===== src/logic/vic_pkg.sv =====
// Constants, vector map and state encoding of the vectored interrupt controller
package vic_pkg;
  localparam int NUM_SRC = 32;
  localparam int IDX_W   = 5;
  localparam int PRIO_W  = 4;
  localparam int ADDR_W  = 32;

  // Vector numbers of the wired sources
  localparam int VEC_WAKE      = 0;
  localparam int VEC_SOFT      = 1;
  localparam int VEC_TIMER     = 4;
  localparam int VEC_PP_DMA    = 6;
  localparam int VEC_PP_EVENT  = 7;
  localparam int VEC_USB_DMA   = 8;
  localparam int VEC_USB_EVENT = 9;
  localparam int VEC_CARD_DMA  = 11;
  localparam int VEC_CARD_A    = 12;
  localparam int VEC_CARD_B    = 13;
  localparam int VEC_I2C       = 15;
  localparam int VEC_I2S       = 16;
  localparam int VEC_SPI       = 17;
  localparam int VEC_UART      = 18;
  localparam int VEC_PIN_PORT  = 19;
  localparam int VEC_SERIAL    = 20;
  localparam int VEC_SUPPLY    = 21;

  // Vectors that have a source behind them; all others can never request
  localparam logic [NUM_SRC-1:0] USED_MASK    = 32'h003f_bbd3;
  // Card interface vectors, present only on the storage-capable variant
  localparam logic [NUM_SRC-1:0] STORAGE_MASK = 32'h0000_3800;

  localparam logic [ADDR_W-1:0] HANDLER_RESET = 32'h0000_0000;
  localparam logic [ADDR_W-1:0] VECTOR_RESET  = 32'h0000_0000;

  // Normal request sequencer, Gray along idle -> load -> serve
  typedef enum logic [1:0] {
    ST_IDLE  = 2'b00,
    ST_LOAD  = 2'b01,
    ST_SERVE = 2'b11
  } irq_state_t;
endpackage


===== src/logic/arb_if.sv =====
// Carrier between the controller and its priority arbiter
`timescale 1ns/1ns
interface arb_if;
  logic [vic_pkg::NUM_SRC-1:0]                     pending;
  logic [vic_pkg::NUM_SRC-1:0][vic_pkg::PRIO_W-1:0] priority_lvl;
  logic                                            valid;
  logic [vic_pkg::IDX_W-1:0]                       winner;

  modport controller (output pending, output priority_lvl, input valid, input winner);
  modport arbiter    (input pending, input priority_lvl, output valid, output winner);
endinterface


===== src/logic/priority_arbiter.sv =====
// Picks the highest priority pending normal source
`timescale 1ns/1ns
module priority_arbiter (
  arb_if.arbiter port
);
  logic [vic_pkg::PRIO_W-1:0] best;
  logic                       found;
  logic [vic_pkg::IDX_W-1:0]  idx;

  // Smaller level wins; scanning upward with a strict compare keeps the lower vector on a tie
  always_comb
  begin
    best  = '1;
    found = 1'b0;
    idx   = '0;
    for (int i = 0; i < vic_pkg::NUM_SRC; i++)
    begin
      if (port.pending[i] && (!found || port.priority_lvl[i] < best))
      begin
        found = 1'b1;
        best  = port.priority_lvl[i];
        idx   = vic_pkg::IDX_W'(i);
      end
    end
  end

  assign port.valid  = found;
  assign port.winner = idx;
endmodule


===== src/logic/vectored_irq_source_map.sv =====
// Vectored interrupt controller with a fixed source to vector map
`timescale 1ns/1ns
//////////////////////////////////////////////////////////////////////////////
// Behaviour
// - Up to thirty-two request inputs, each tied to its own vector number.
// - Two active-low requests to the core: normal and fast.
// - Handler addresses are held in storage the processor writes but cannot read back.
// - Vectored dispatch, each source with its own priority level.
// - Vector 0 is the wake event, vector 1 the software request.
// - Vector 4 is the general-purpose timer on a 32 kHz count.
// - Vector 6 parallel port DMA, vector 7 parallel port events.
// - Vector 8 USB DMA in both roles, vector 9 USB events.
// - Vectors 11 to 13 are card sources, storage variant only.
// - Vectors 15 to 18 are I2C, I2S, SPI and UART events.
// - Vector 19 pin port, 20 serial DMA, 21 supply detect, rest unused.
// - Any source may be fast, outranking all; ties go to lower vector.
// - Winner's handler address is loaded on the same edge that the normal request drops.
// - No nesting: a write to the active vector acknowledges before another.
module vectored_irq_source_map #(
  parameter bit STORAGE_VARIANT = 1'b1
) (
  input  wire logic                                      clock_in,
  input  wire logic                                      rst_in,
  input  wire logic                                      ce_in,
  input  wire logic                                      wake_event_source_in,
  input  wire logic                                      soft_request_source_in,
  input  wire logic                                      timer_source_in,
  input  wire logic                                      parallel_port_dma_source_in,
  input  wire logic                                      parallel_port_event_source_in,
  input  wire logic                                      usb_dma_source_in,
  input  wire logic                                      usb_event_source_in,
  input  wire logic                                      card_dma_source_in,
  input  wire logic                                      card_port_a_source_in,
  input  wire logic                                      card_port_b_source_in,
  input  wire logic                                      i2c_source_in,
  input  wire logic                                      i2s_source_in,
  input  wire logic                                      spi_source_in,
  input  wire logic                                      uart_source_in,
  input  wire logic                                      pin_port_source_in,
  input  wire logic                                      serial_source_a_in,
  input  wire logic                                      supply_detect_source_in,
  input  wire logic [vic_pkg::NUM_SRC-1:0]               enable_in,
  input  wire logic [vic_pkg::NUM_SRC-1:0]               fast_select_in,
  input  wire logic [vic_pkg::NUM_SRC*vic_pkg::PRIO_W-1:0] source_priority_in,
  input  wire logic                                      handler_wr_in,
  input  wire logic [vic_pkg::IDX_W-1:0]                 handler_idx_in,
  input  wire logic [vic_pkg::ADDR_W-1:0]                handler_addr_in,
  input  wire logic                                      vector_ack_in,
  output logic                                           irq_request_n_out,
  output logic                                           fast_irq_request_n_out,
  output logic [vic_pkg::ADDR_W-1:0]                     active_vector_out,
  output logic [vic_pkg::IDX_W-1:0]                      active_source_out,
  output logic [vic_pkg::NUM_SRC-1:0]                    raw_status_out
);

  //////////////////////////////////////////////////////////////////////////////
  // Declarations
  logic [vic_pkg::NUM_SRC-1:0] src_raw;
  logic [vic_pkg::NUM_SRC-1:0] src_meta_reg;
  logic [vic_pkg::NUM_SRC-1:0] src_sync_reg;
  logic [vic_pkg::NUM_SRC-1:0] live_mask;
  logic [vic_pkg::NUM_SRC-1:0] armed;
  logic [vic_pkg::ADDR_W-1:0]  handler_table [vic_pkg::NUM_SRC];
  logic [vic_pkg::ADDR_W-1:0]  active_vector_reg;
  logic [vic_pkg::IDX_W-1:0]   active_source_reg;
  logic                        irq_n_reg;
  logic                        fiq_n_reg;
  vic_pkg::irq_state_t         state_reg;
  vic_pkg::irq_state_t         state_next;

  arb_if arb ();

  //////////////////////////////////////////////////////////////////////////////
  // Source map
  // wire sources to vectors
  always_comb
  begin
    src_raw = '0;
    src_raw[vic_pkg::VEC_WAKE]      = wake_event_source_in;
    src_raw[vic_pkg::VEC_SOFT]      = soft_request_source_in;
    src_raw[vic_pkg::VEC_TIMER]     = timer_source_in;
    src_raw[vic_pkg::VEC_PP_DMA]    = parallel_port_dma_source_in;
    src_raw[vic_pkg::VEC_PP_EVENT]  = parallel_port_event_source_in;
    src_raw[vic_pkg::VEC_USB_DMA]   = usb_dma_source_in;
    src_raw[vic_pkg::VEC_USB_EVENT] = usb_event_source_in;
    src_raw[vic_pkg::VEC_CARD_DMA]  = card_dma_source_in;
    src_raw[vic_pkg::VEC_CARD_A]    = card_port_a_source_in;
    src_raw[vic_pkg::VEC_CARD_B]    = card_port_b_source_in;
    src_raw[vic_pkg::VEC_I2C]       = i2c_source_in;
    src_raw[vic_pkg::VEC_I2S]       = i2s_source_in;
    src_raw[vic_pkg::VEC_SPI]       = spi_source_in;
    src_raw[vic_pkg::VEC_UART]      = uart_source_in;
    src_raw[vic_pkg::VEC_PIN_PORT]  = pin_port_source_in;
    src_raw[vic_pkg::VEC_SERIAL]    = serial_source_a_in;
    src_raw[vic_pkg::VEC_SUPPLY]    = supply_detect_source_in;
  end

  // unused vectors held off
  // Enables cannot wake an unused vector even if software sets them by mistake
  assign live_mask = vic_pkg::USED_MASK &
                     (STORAGE_VARIANT ? '1 : ~vic_pkg::STORAGE_MASK);

  // Sources may come from other clock or power domains, so all are synchronised
  always_ff @(posedge clock_in or posedge rst_in)
  begin
    if (rst_in)
    begin
      src_meta_reg <= '0;
      src_sync_reg <= '0;
    end
    else if (ce_in)
    begin
      src_meta_reg <= src_raw;
      src_sync_reg <= src_meta_reg;
    end
  end

  assign armed = src_sync_reg & live_mask & enable_in;

  //////////////////////////////////////////////////////////////////////////////
  // Configuration storage
  // handler address table
  always_ff @(posedge clock_in or posedge rst_in)
  begin
    if (rst_in)
    begin
      for (int i = 0; i < vic_pkg::NUM_SRC; i++)
      begin
        handler_table[i] <= vic_pkg::HANDLER_RESET;
      end
    end
    else if (ce_in && handler_wr_in)
    begin
      handler_table[handler_idx_in] <= handler_addr_in;
    end
  end

  //////////////////////////////////////////////////////////////////////////////
  // Arbitration
  // per-source priority
  assign arb.pending = armed & ~fast_select_in;
  always_comb
  begin
    for (int i = 0; i < vic_pkg::NUM_SRC; i++)
    begin
      arb.priority_lvl[i] = source_priority_in[i*vic_pkg::PRIO_W +: vic_pkg::PRIO_W];
    end
  end

  priority_arbiter u_arbiter (
    .port (arb.arbiter)
  );

  // fast request path
  // Fast sources bypass the vector sequencer, so the fast line is never blocked by a
  // normal request awaiting acknowledge
  always_ff @(posedge clock_in or posedge rst_in)
  begin
    if (rst_in)
      fiq_n_reg <= 1'b1;
    else if (ce_in)
      fiq_n_reg <= ~|(armed & fast_select_in);
  end

  //////////////////////////////////////////////////////////////////////////////
  // Normal request sequencer
  // no nesting
  always_comb
  begin
    state_next = state_reg;
    unique case (state_reg)
      vic_pkg::ST_IDLE:  if (arb.valid) state_next = vic_pkg::ST_LOAD;
      vic_pkg::ST_LOAD:  state_next = vic_pkg::ST_SERVE;
      vic_pkg::ST_SERVE: if (vector_ack_in) state_next = vic_pkg::ST_IDLE;
      default:           state_next = vic_pkg::ST_IDLE;
    endcase
  end

  always_ff @(posedge clock_in or posedge rst_in)
  begin
    if (rst_in)
      state_reg <= vic_pkg::ST_IDLE;
    else if (ce_in)
      state_reg <= state_next;
  end

  // latch winner and address
  // The winner is frozen at idle so the loaded address always matches the source
  always_ff @(posedge clock_in or posedge rst_in)
  begin
    if (rst_in)
    begin
      active_source_reg <= '0;
      active_vector_reg <= vic_pkg::VECTOR_RESET;
    end
    else if (ce_in)
    begin
      if (state_reg == vic_pkg::ST_IDLE && arb.valid)
        active_source_reg <= arb.winner;
      if (state_reg == vic_pkg::ST_LOAD)
        active_vector_reg <= handler_table[active_source_reg];
    end
  end

  // drops on the same edge that the address is loaded
  always_ff @(posedge clock_in or posedge rst_in)
  begin
    if (rst_in)
      irq_n_reg <= 1'b1;
    else if (ce_in)
      irq_n_reg <= ~(state_next == vic_pkg::ST_SERVE);
  end

  //////////////////////////////////////////////////////////////////////////////
  // Outputs
  always_ff @(posedge clock_in or posedge rst_in)
  begin
    if (rst_in)
      raw_status_out <= '0;
    else if (ce_in)
      raw_status_out <= src_sync_reg & live_mask;
  end

  assign irq_request_n_out      = irq_n_reg;
  assign fast_irq_request_n_out = fiq_n_reg;
  assign active_vector_out      = active_vector_reg;
  assign active_source_out      = active_source_reg;
endmodule


===== config.mk =====
export PLATFORM = sky130hd
export DESIGN_NAME = vectored_irq_source_map
export DESIGN_NICKNAME = d
export VERILOG_FILES = /design/src/logic/vic_pkg.sv /design/src/logic/arb_if.sv /design/src/logic/priority_arbiter.sv /design/src/logic/vectored_irq_source_map.sv
export SDC_FILE = /design/constraint.sdc
export NUM_CORES = 2
export LEC_CHECK = 0
export BUFFER_PORTS_ARGS = -buffer_cell sky130_fd_sc_hd__buf_2
export CAP_MARGIN = 30
export CORE_AREA = 2 2 393 395
export CTS_CLUSTER_DIAMETER = 100
export DETAILED_ROUTE_END_ITERATION = 8
export DIE_AREA = 0 0 395 397
export PLACE_DENSITY = 0.52
export SYNTH_ARGS = -nofsm -noshare
export SYNTH_HDL_FRONTEND = slang
export SYNTH_SLANG_ARGS = --single-unit

===== constraint.sdc =====
create_clock -name clock_in -period 54.7 [get_ports clock_in]
set_clock_uncertainty 0.05 [all_clocks]
set_input_delay 2.735 -clock clock_in [delete_from_list [all_inputs] [get_ports clock_in]]
set_output_delay 2.735 -clock clock_in [all_outputs]
set_load 0.1 [all_outputs]

After elaboration in Yosys (flattened, before gate mapping)
Cells that the tools add are included.
{"block": "classes", "n_lt_le_gt_ge": 34, "n_eq_ne": 3, "n_mux": 103, "bitwise_logic": 7, "n_reduce_logical": 101}
{"operator": "$bwmux W1024", "count": 1}
{"operator": "$bmux W32 S5", "count": 1}
{"operator": "$demux W32 S5", "count": 1}
{"operator": "$mux W4", "count": 39}
{"operator": "$lt A4 B4 Y1", "count": 31}
{"operator": "$mux W32", "count": 3}
{"operator": "$mux W5", "count": 16}
{"operator": "$and A32 B32 Y32", "count": 2}
{"operator": "$logic_and A1 B1 Y1", "count": 34}
{"operator": "$mux W1", "count": 33}
{"operator": "$and A22 B32 Y32", "count": 1}
{"operator": "$logic_not A1 Y1", "count": 32}
{"operator": "$not A32 Y32", "count": 1}
{"operator": "$reduce_or A32 Y1", "count": 1}
{"operator": "$logic_or A1 B1 Y1", "count": 31}
{"operator": "$ge A6 B6 Y1 const B", "count": 2}
{"operator": "$mux W3", "count": 4}
{"operator": "$not A5 Y6", "count": 2}
{"operator": "$mux W2", "count": 4}
{"operator": "$lt A6 B1 Y1 const B", "count": 1}
{"operator": "$pmux W2 S3", "count": 1}
{"operator": "$eq A2 B2 Y1 const B", "count": 2}
{"operator": "$reduce_and A2 Y1", "count": 2}
{"operator": "$eq A2 B1 Y1 const B", "count": 1}
{"operator": "other kinds (2)", "count": 2}
{"block": "word_totals", "regBits": 1116, "inputBits": 251}

Depth between registers and ports, before layout
{"block": "depth", "ltp_word": 131, "ltp_mapped": 122, "ltp_nobuf": 120}

Hierarchy
From an unflattened synthesis, not the netlist that was laid out.
{"block": "hier_totals", "cells_unflattened": 4765, "area_unflattened_um2": 58167.0}
{"mod": "vectored_irq_source_map", "instances": 1, "cells_each": 3602, "area_per_inst_um2": 50662.3, "seq_area_each_um2": 27929.3}
{"mod": "priority_arbiter", "instances": 1, "cells_each": 1163, "area_per_inst_um2": 7504.7, "seq_area_each_um2": 0.0}

Least setup slack after synthesis
OpenSTA, ideal clock, no wires.
{"block": "synth_timing", "path_kind": "input to register", "from": "in fast_select_in[0] (netlist bit)", "to": "reg active_source_reg (netlist bit active_source_out[3])", "setup_time_ns": 0.095, "t_arrival_ns": 23.143, "required_ns": 54.555, "slack_ns": 31.412, "cell_stages": 107, "path_buffers": 2, "path_cell_list": "nand3b_1 -> nor2_1 -> ha_1 -> nand3b_1 -> a21oi_1 -> a211o_2 -> a21oi_1 -> inv_1 -> ha_1 -> nand4_1 -> o41ai_4 -> mux2_2 -> inv_1 -> ha_1 -> and3_1 -> mux2_2 -> o31ai_4 -> o21ai_1 -> [71 not listed] -> a41oi_1 -> and2_1 -> buf_2 -> mux2i_1 -> ha_1 -> o21ai_0 -> nand2b_1 -> a21oi_1 -> o21ai_0 -> o31ai_2 -> mux2_2 -> ha_1 -> o21a_1 -> o21ai_0 -> a2111oi_0 -> nand2_1 -> or4_4 -> o32ai_2"}
{"block": "synth_between", "elab_chain_cells": 129}
{"item": "start: declaration", "line_no": "vectored_irq_source_map.sv:43", "text": "input wire logic [vic_pkg::NUM_SRC-1:0] fast_select_in,"}
{"item": "$not A32 Y32 (*)", "line_no": "vectored_irq_source_map.sv:141", "text": "assign arb.pending = armed & ~fast_select_in;"}
{"item": "$and A32 B32 Y32 (*)", "line_no": "vectored_irq_source_map.sv:141"}
{"item": "$mux W4 or $mux W1 (tied branches)", "line_no": "priority_arbiter.sv:18", "text": "if (port.pending[i] && (!found || port.priority_lvl[i] < best))"}
{"item": "$lt A4 B4 Y1 or $logic_not A1 Y1 (tied branches)", "line_no": "priority_arbiter.sv:18"}
{"item": "$logic_or A1 B1 Y1", "line_no": "priority_arbiter.sv:18"}
{"item": "$logic_and A1 B1 Y1", "line_no": "priority_arbiter.sv:18"}
{"item": "$mux W4 or $mux W1 (tied branches)", "line_no": "priority_arbiter.sv:18"}
{"item": "$lt A4 B4 Y1 or $logic_not A1 Y1 (tied branches)", "line_no": "priority_arbiter.sv:18"}
{"item": "[113 not listed]"}
{"item": "$logic_and A1 B1 Y1", "line_no": "priority_arbiter.sv:18"}
{"item": "$mux W4 or $mux W1 (tied branches)", "line_no": "priority_arbiter.sv:18"}
{"item": "$lt A4 B4 Y1 or $logic_not A1 Y1 (tied branches)", "line_no": "priority_arbiter.sv:18"}
{"item": "$logic_or A1 B1 Y1", "line_no": "priority_arbiter.sv:18"}
{"item": "$logic_and A1 B1 Y1", "line_no": "priority_arbiter.sv:18"}
{"item": "$mux W1", "line_no": "priority_arbiter.sv:18"}
{"item": "$logic_and A1 B1 Y1", "line_no": "vectored_irq_source_map.sv:198", "text": "if (state_reg == vic_pkg::ST_IDLE && arb.valid)"}
{"item": "$reduce_and A2 Y1 (no line)"}
{"item": "end signal: assignment", "line_no": "vectored_irq_source_map.sv:199", "text": "active_source_reg <= arb.winner;"}
{"item": "end: declaration", "line_no": "vectored_irq_source_map.sv:65", "text": "logic [vic_pkg::IDX_W-1:0] active_source_reg;"}
Mark *: on every way between the ends. The rest lies on a longest branch, timed or not.
A chain may end at the register's enable or synchronous reset.

Worst setup path in the final report
Ends and elaborated chain as after synthesis.

==> impl_metrics.env <==
export IMPL_ys_warn_count=0
export IMPL_finalCritPeriodShare=0.4980
export IMPL_hp_class="reg -> reg"
export IMPL_synth_edff_count=0
export IMPL_fin_util=0.3954
export IMPL_peakVddDrop_mv=0.03125
export IMPL_largest_register_ffs=1024
export IMPL_critical_path_required_ps=55300
export IMPL_post_cts_resized=0
export IMPL_setup_viol=0
export IMPL_maxSlewHeadroom=0.2853
export IMPL_synthArstFlopShare=1.000
export IMPL_gr_usage_met3=0.02298
export IMPL_seq_area_frac_synth=0.5251
export IMPL_wl_per_cell_um=24.74
export IMPL_grt_busiest_layer="met2"
export IMPL_first_global_vias=32200
export IMPL_post_cts_buffers=0
export IMPL_drt_total_wl_um=143700
export IMPL_synth_seq_cells=1116
export IMPL_vias=30980
export IMPL_drive_above_1_share=0.5182
export IMPL_setup_tns_ps=0
export IMPL_synth_largest_area_cell="dfrtp_1"
export IMPL_max_freq_ghz=0.03671
export IMPL_synth_area_leaders="dfrtp_1 52%, mux2_2 23%, mux4_2 14%"
export IMPL_cts_root_buffer="clkbuf_16"
export IMPL_power_frac_clock=0.317
export IMPL_numCtsBuffers=116
export IMPL_avgViaCountPerCell=5.336
export IMPL_p_leak_nw=27.52
export IMPL_cts_tree="built"
export IMPL_die_h_um=397
export IMPL_coreArea_mm2=0.1530
export IMPL_synth_avg_cell_area_um2=14.95
export IMPL_path_common_cell="ha_1"
export IMPL_grt_pass1_wl_um=217700
export IMPL_cts_max_level=3
export IMPL_power_density_mw_per_mm2=42.57
export IMPL_synthCells=3557
export IMPL_ctsHoldBuffers=0
export IMPL_antenna_left=0
export IMPL_min_period_ps=27240
export IMPL_clk_pin_slew_ps=60
export IMPL_cp_start_kind="primary input"
export IMPL_pwr_share_seq=0.396
export IMPL_drt_first_pass_iters=5
export IMPL_drv_cap=0
export IMPL_synth_distinct_cells=104
export IMPL_grt_use_total=0.1842
export IMPL_drt_initial_drc_count=1908
export IMPL_fin_nets=3936
export IMPL_rsz0062_at_grt="no"
export IMPL_die_area_mm2=0.1568
export IMPL_clk_path_buf_depth=3
export IMPL_synth_top_area_frac=0.5241
export IMPL_synth_ff_type="dfrtp_1"
export IMPL_crit_fanout=10
export IMPL_hold_violations=0
export IMPL_synth_most_common_cell="dfrtp_1"
export IMPL_end_kind="register"
export IMPL_grt_max_degree=163
export IMPL_pin_count=322
export IMPL_power_switching_share=0.3142
export IMPL_overflow=0
export IMPL_rows=144
export IMPL_slowest_delay_ps=810
export IMPL_clkSinkCount=1116
export IMPL_synth_area_mm2=0.05319
export IMPL_antenna_found_initial=9
export IMPL_critical_path_class="in -> reg"
export IMPL_crit_arrival_ps=27840
export IMPL_cp_slowest_cell="a2111oi_0"
export IMPL_synthTopCellsByCount="1114 x dfrtp_1, 1082 x mux2_2, 320 x mux4_2"
export IMPL_die_w_um=395
export IMPL_area_delta_synth_final_pct=13.70
export IMPL_switchingPower_mw=0.8090
export IMPL_worst_pin_slew_ps=1072
export IMPL_grt_util_met1=0.2626
export IMPL_use_met2=0.2986
export IMPL_timing_max_transition_violations_final=0
export IMPL_place_hpwl_um=84530
export IMPL_io_buffers=216
export IMPL_drc_errors=0
export IMPL_worstSkewPairLatency_ps=760
export IMPL_outcome="completed"
export IMPL_internal_power_mw=1.765
export IMPL_gp_congestion=0.8115
export IMPL_p_comb_frac=0.287
export IMPL_regMostFlops="handler_table"
export IMPL_start_util=0.3477
per-stage QoR:
stage                     power (mW)  hold WS [ps]  cells  instance area [um^2]  worst slack (ps)
after CTS                      2.616         430.5   5800                 60430             27630
after global placement         1.779         409.8   5585                 56380             26920
final                          2.574         425.7   5807                 60480             27460
after global routing           2.702         442.0   5804                 60470             25360
after floorplan                1.594         407.6   3571                 53240             20490
after detailed placement       1.790         418.4   5590                 56500             26910
path summary, 6_finish.rpt:
kind / endpoint / depth (start not counted) / slack [ps] / from
setup / recovery: active_source_out[3] / 105 / 27460 / fast_select_in[0]
max in group asynchronous: handler_table[552] / 5 / 49620 / rst_in
min in group asynchronous: raw_status_out[13] / 2 / 2060 / rst_in
setup reg to reg: active_source_out[3] / 104 / 29170 / src_sync_reg[0]
hold / removal: active_vector_out[26] / 2 / 430 / active_vector_out[26]
hold reg to reg: active_vector_out[26] / 2 / 430 / active_vector_out[26]
per-layer routing:
layer	part of all wire	vias up	wire [um]
li1	-	13520	-
met1	0.47	16810	67790
met2	0.48	487	68610
met3	0.032	163	4527
met4	0.019	4	2717
met5	0.00019	-	27
power groups by stage:
stage,clock [mW],combinational (mW),sequential [mW]
CTS,0.840,0.755,1.02
detailed placement,0,0.754,1.04
global placement,0,0.746,1.03
finish,0.815,0.740,1.02
floorplan,0,0.523,1.07
global route,0.872,0.795,1.04
placed cells by master (no fill, tap or decap), types with 12 or more instances in the layout:
cell type | synthesis | routed
a21oi_1 | 47 | 47
buf_2 | 1 | 216
buf_4 | 15 | 50
clkbuf_1 | 201 | 29
clkbuf_16 | 0 | 118
clkbuf_8 | 0 | 31
clkinv_2 | 0 | 17
conb_1 | 1 | 15
dfrtp_1 | 1114 | 1110
ha_1 | 20 | 20
inv_1 | 44 | 42
mux2_2 | 1082 | 1082
mux2i_1 | 45 | 45
mux4_2 | 320 | 320
nand2_1 | 125 | 109
nand2_2 | 1 | 13
nand3_1 | 38 | 37
nand3b_1 | 15 | 15
nand4_1 | 12 | 12
nor2_1 | 84 | 68
nor2_4 | 0 | 16
o21ai_0 | 74 | 74
kinds of logic after synthesis:
kind of cell	after synthesis	share of synthesized area
flops	1116	0.5251
fa+ha+maj	30	0.006587
compound gates	258	0.03597
xor+xnor	7	0.001294
mux	1451	0.3740
other cells	1	0.00007050
buf+inv	345	0.02557
simple gates	349	0.03145
worst max-delay path, delay by kind of cell:
family                   cells  cell delay [ps]
buffers and inverters       12              910
AO/OA/AOI/OAI               44            12060
multiplexers                 9             2860
adder cells (fa/ha/maj)     16             4660
AND/OR/NAND/NOR             24             4570
final cells by class:
class | instances | area [um^2]
clock inverters | 32 | 449.2
clock buffers | 178 | 3488
well taps | 2044 | 2557
repair buffers | 277 | 1699
flip-flops and latches | 1116 | 27940
multi-input cells | 2110 | 24140
fillers | 14220 | 92490
inverters | 44 | 177.7
diodes | 6 | 15.01
No activity file was read; power rests on OpenSTA's default activity.
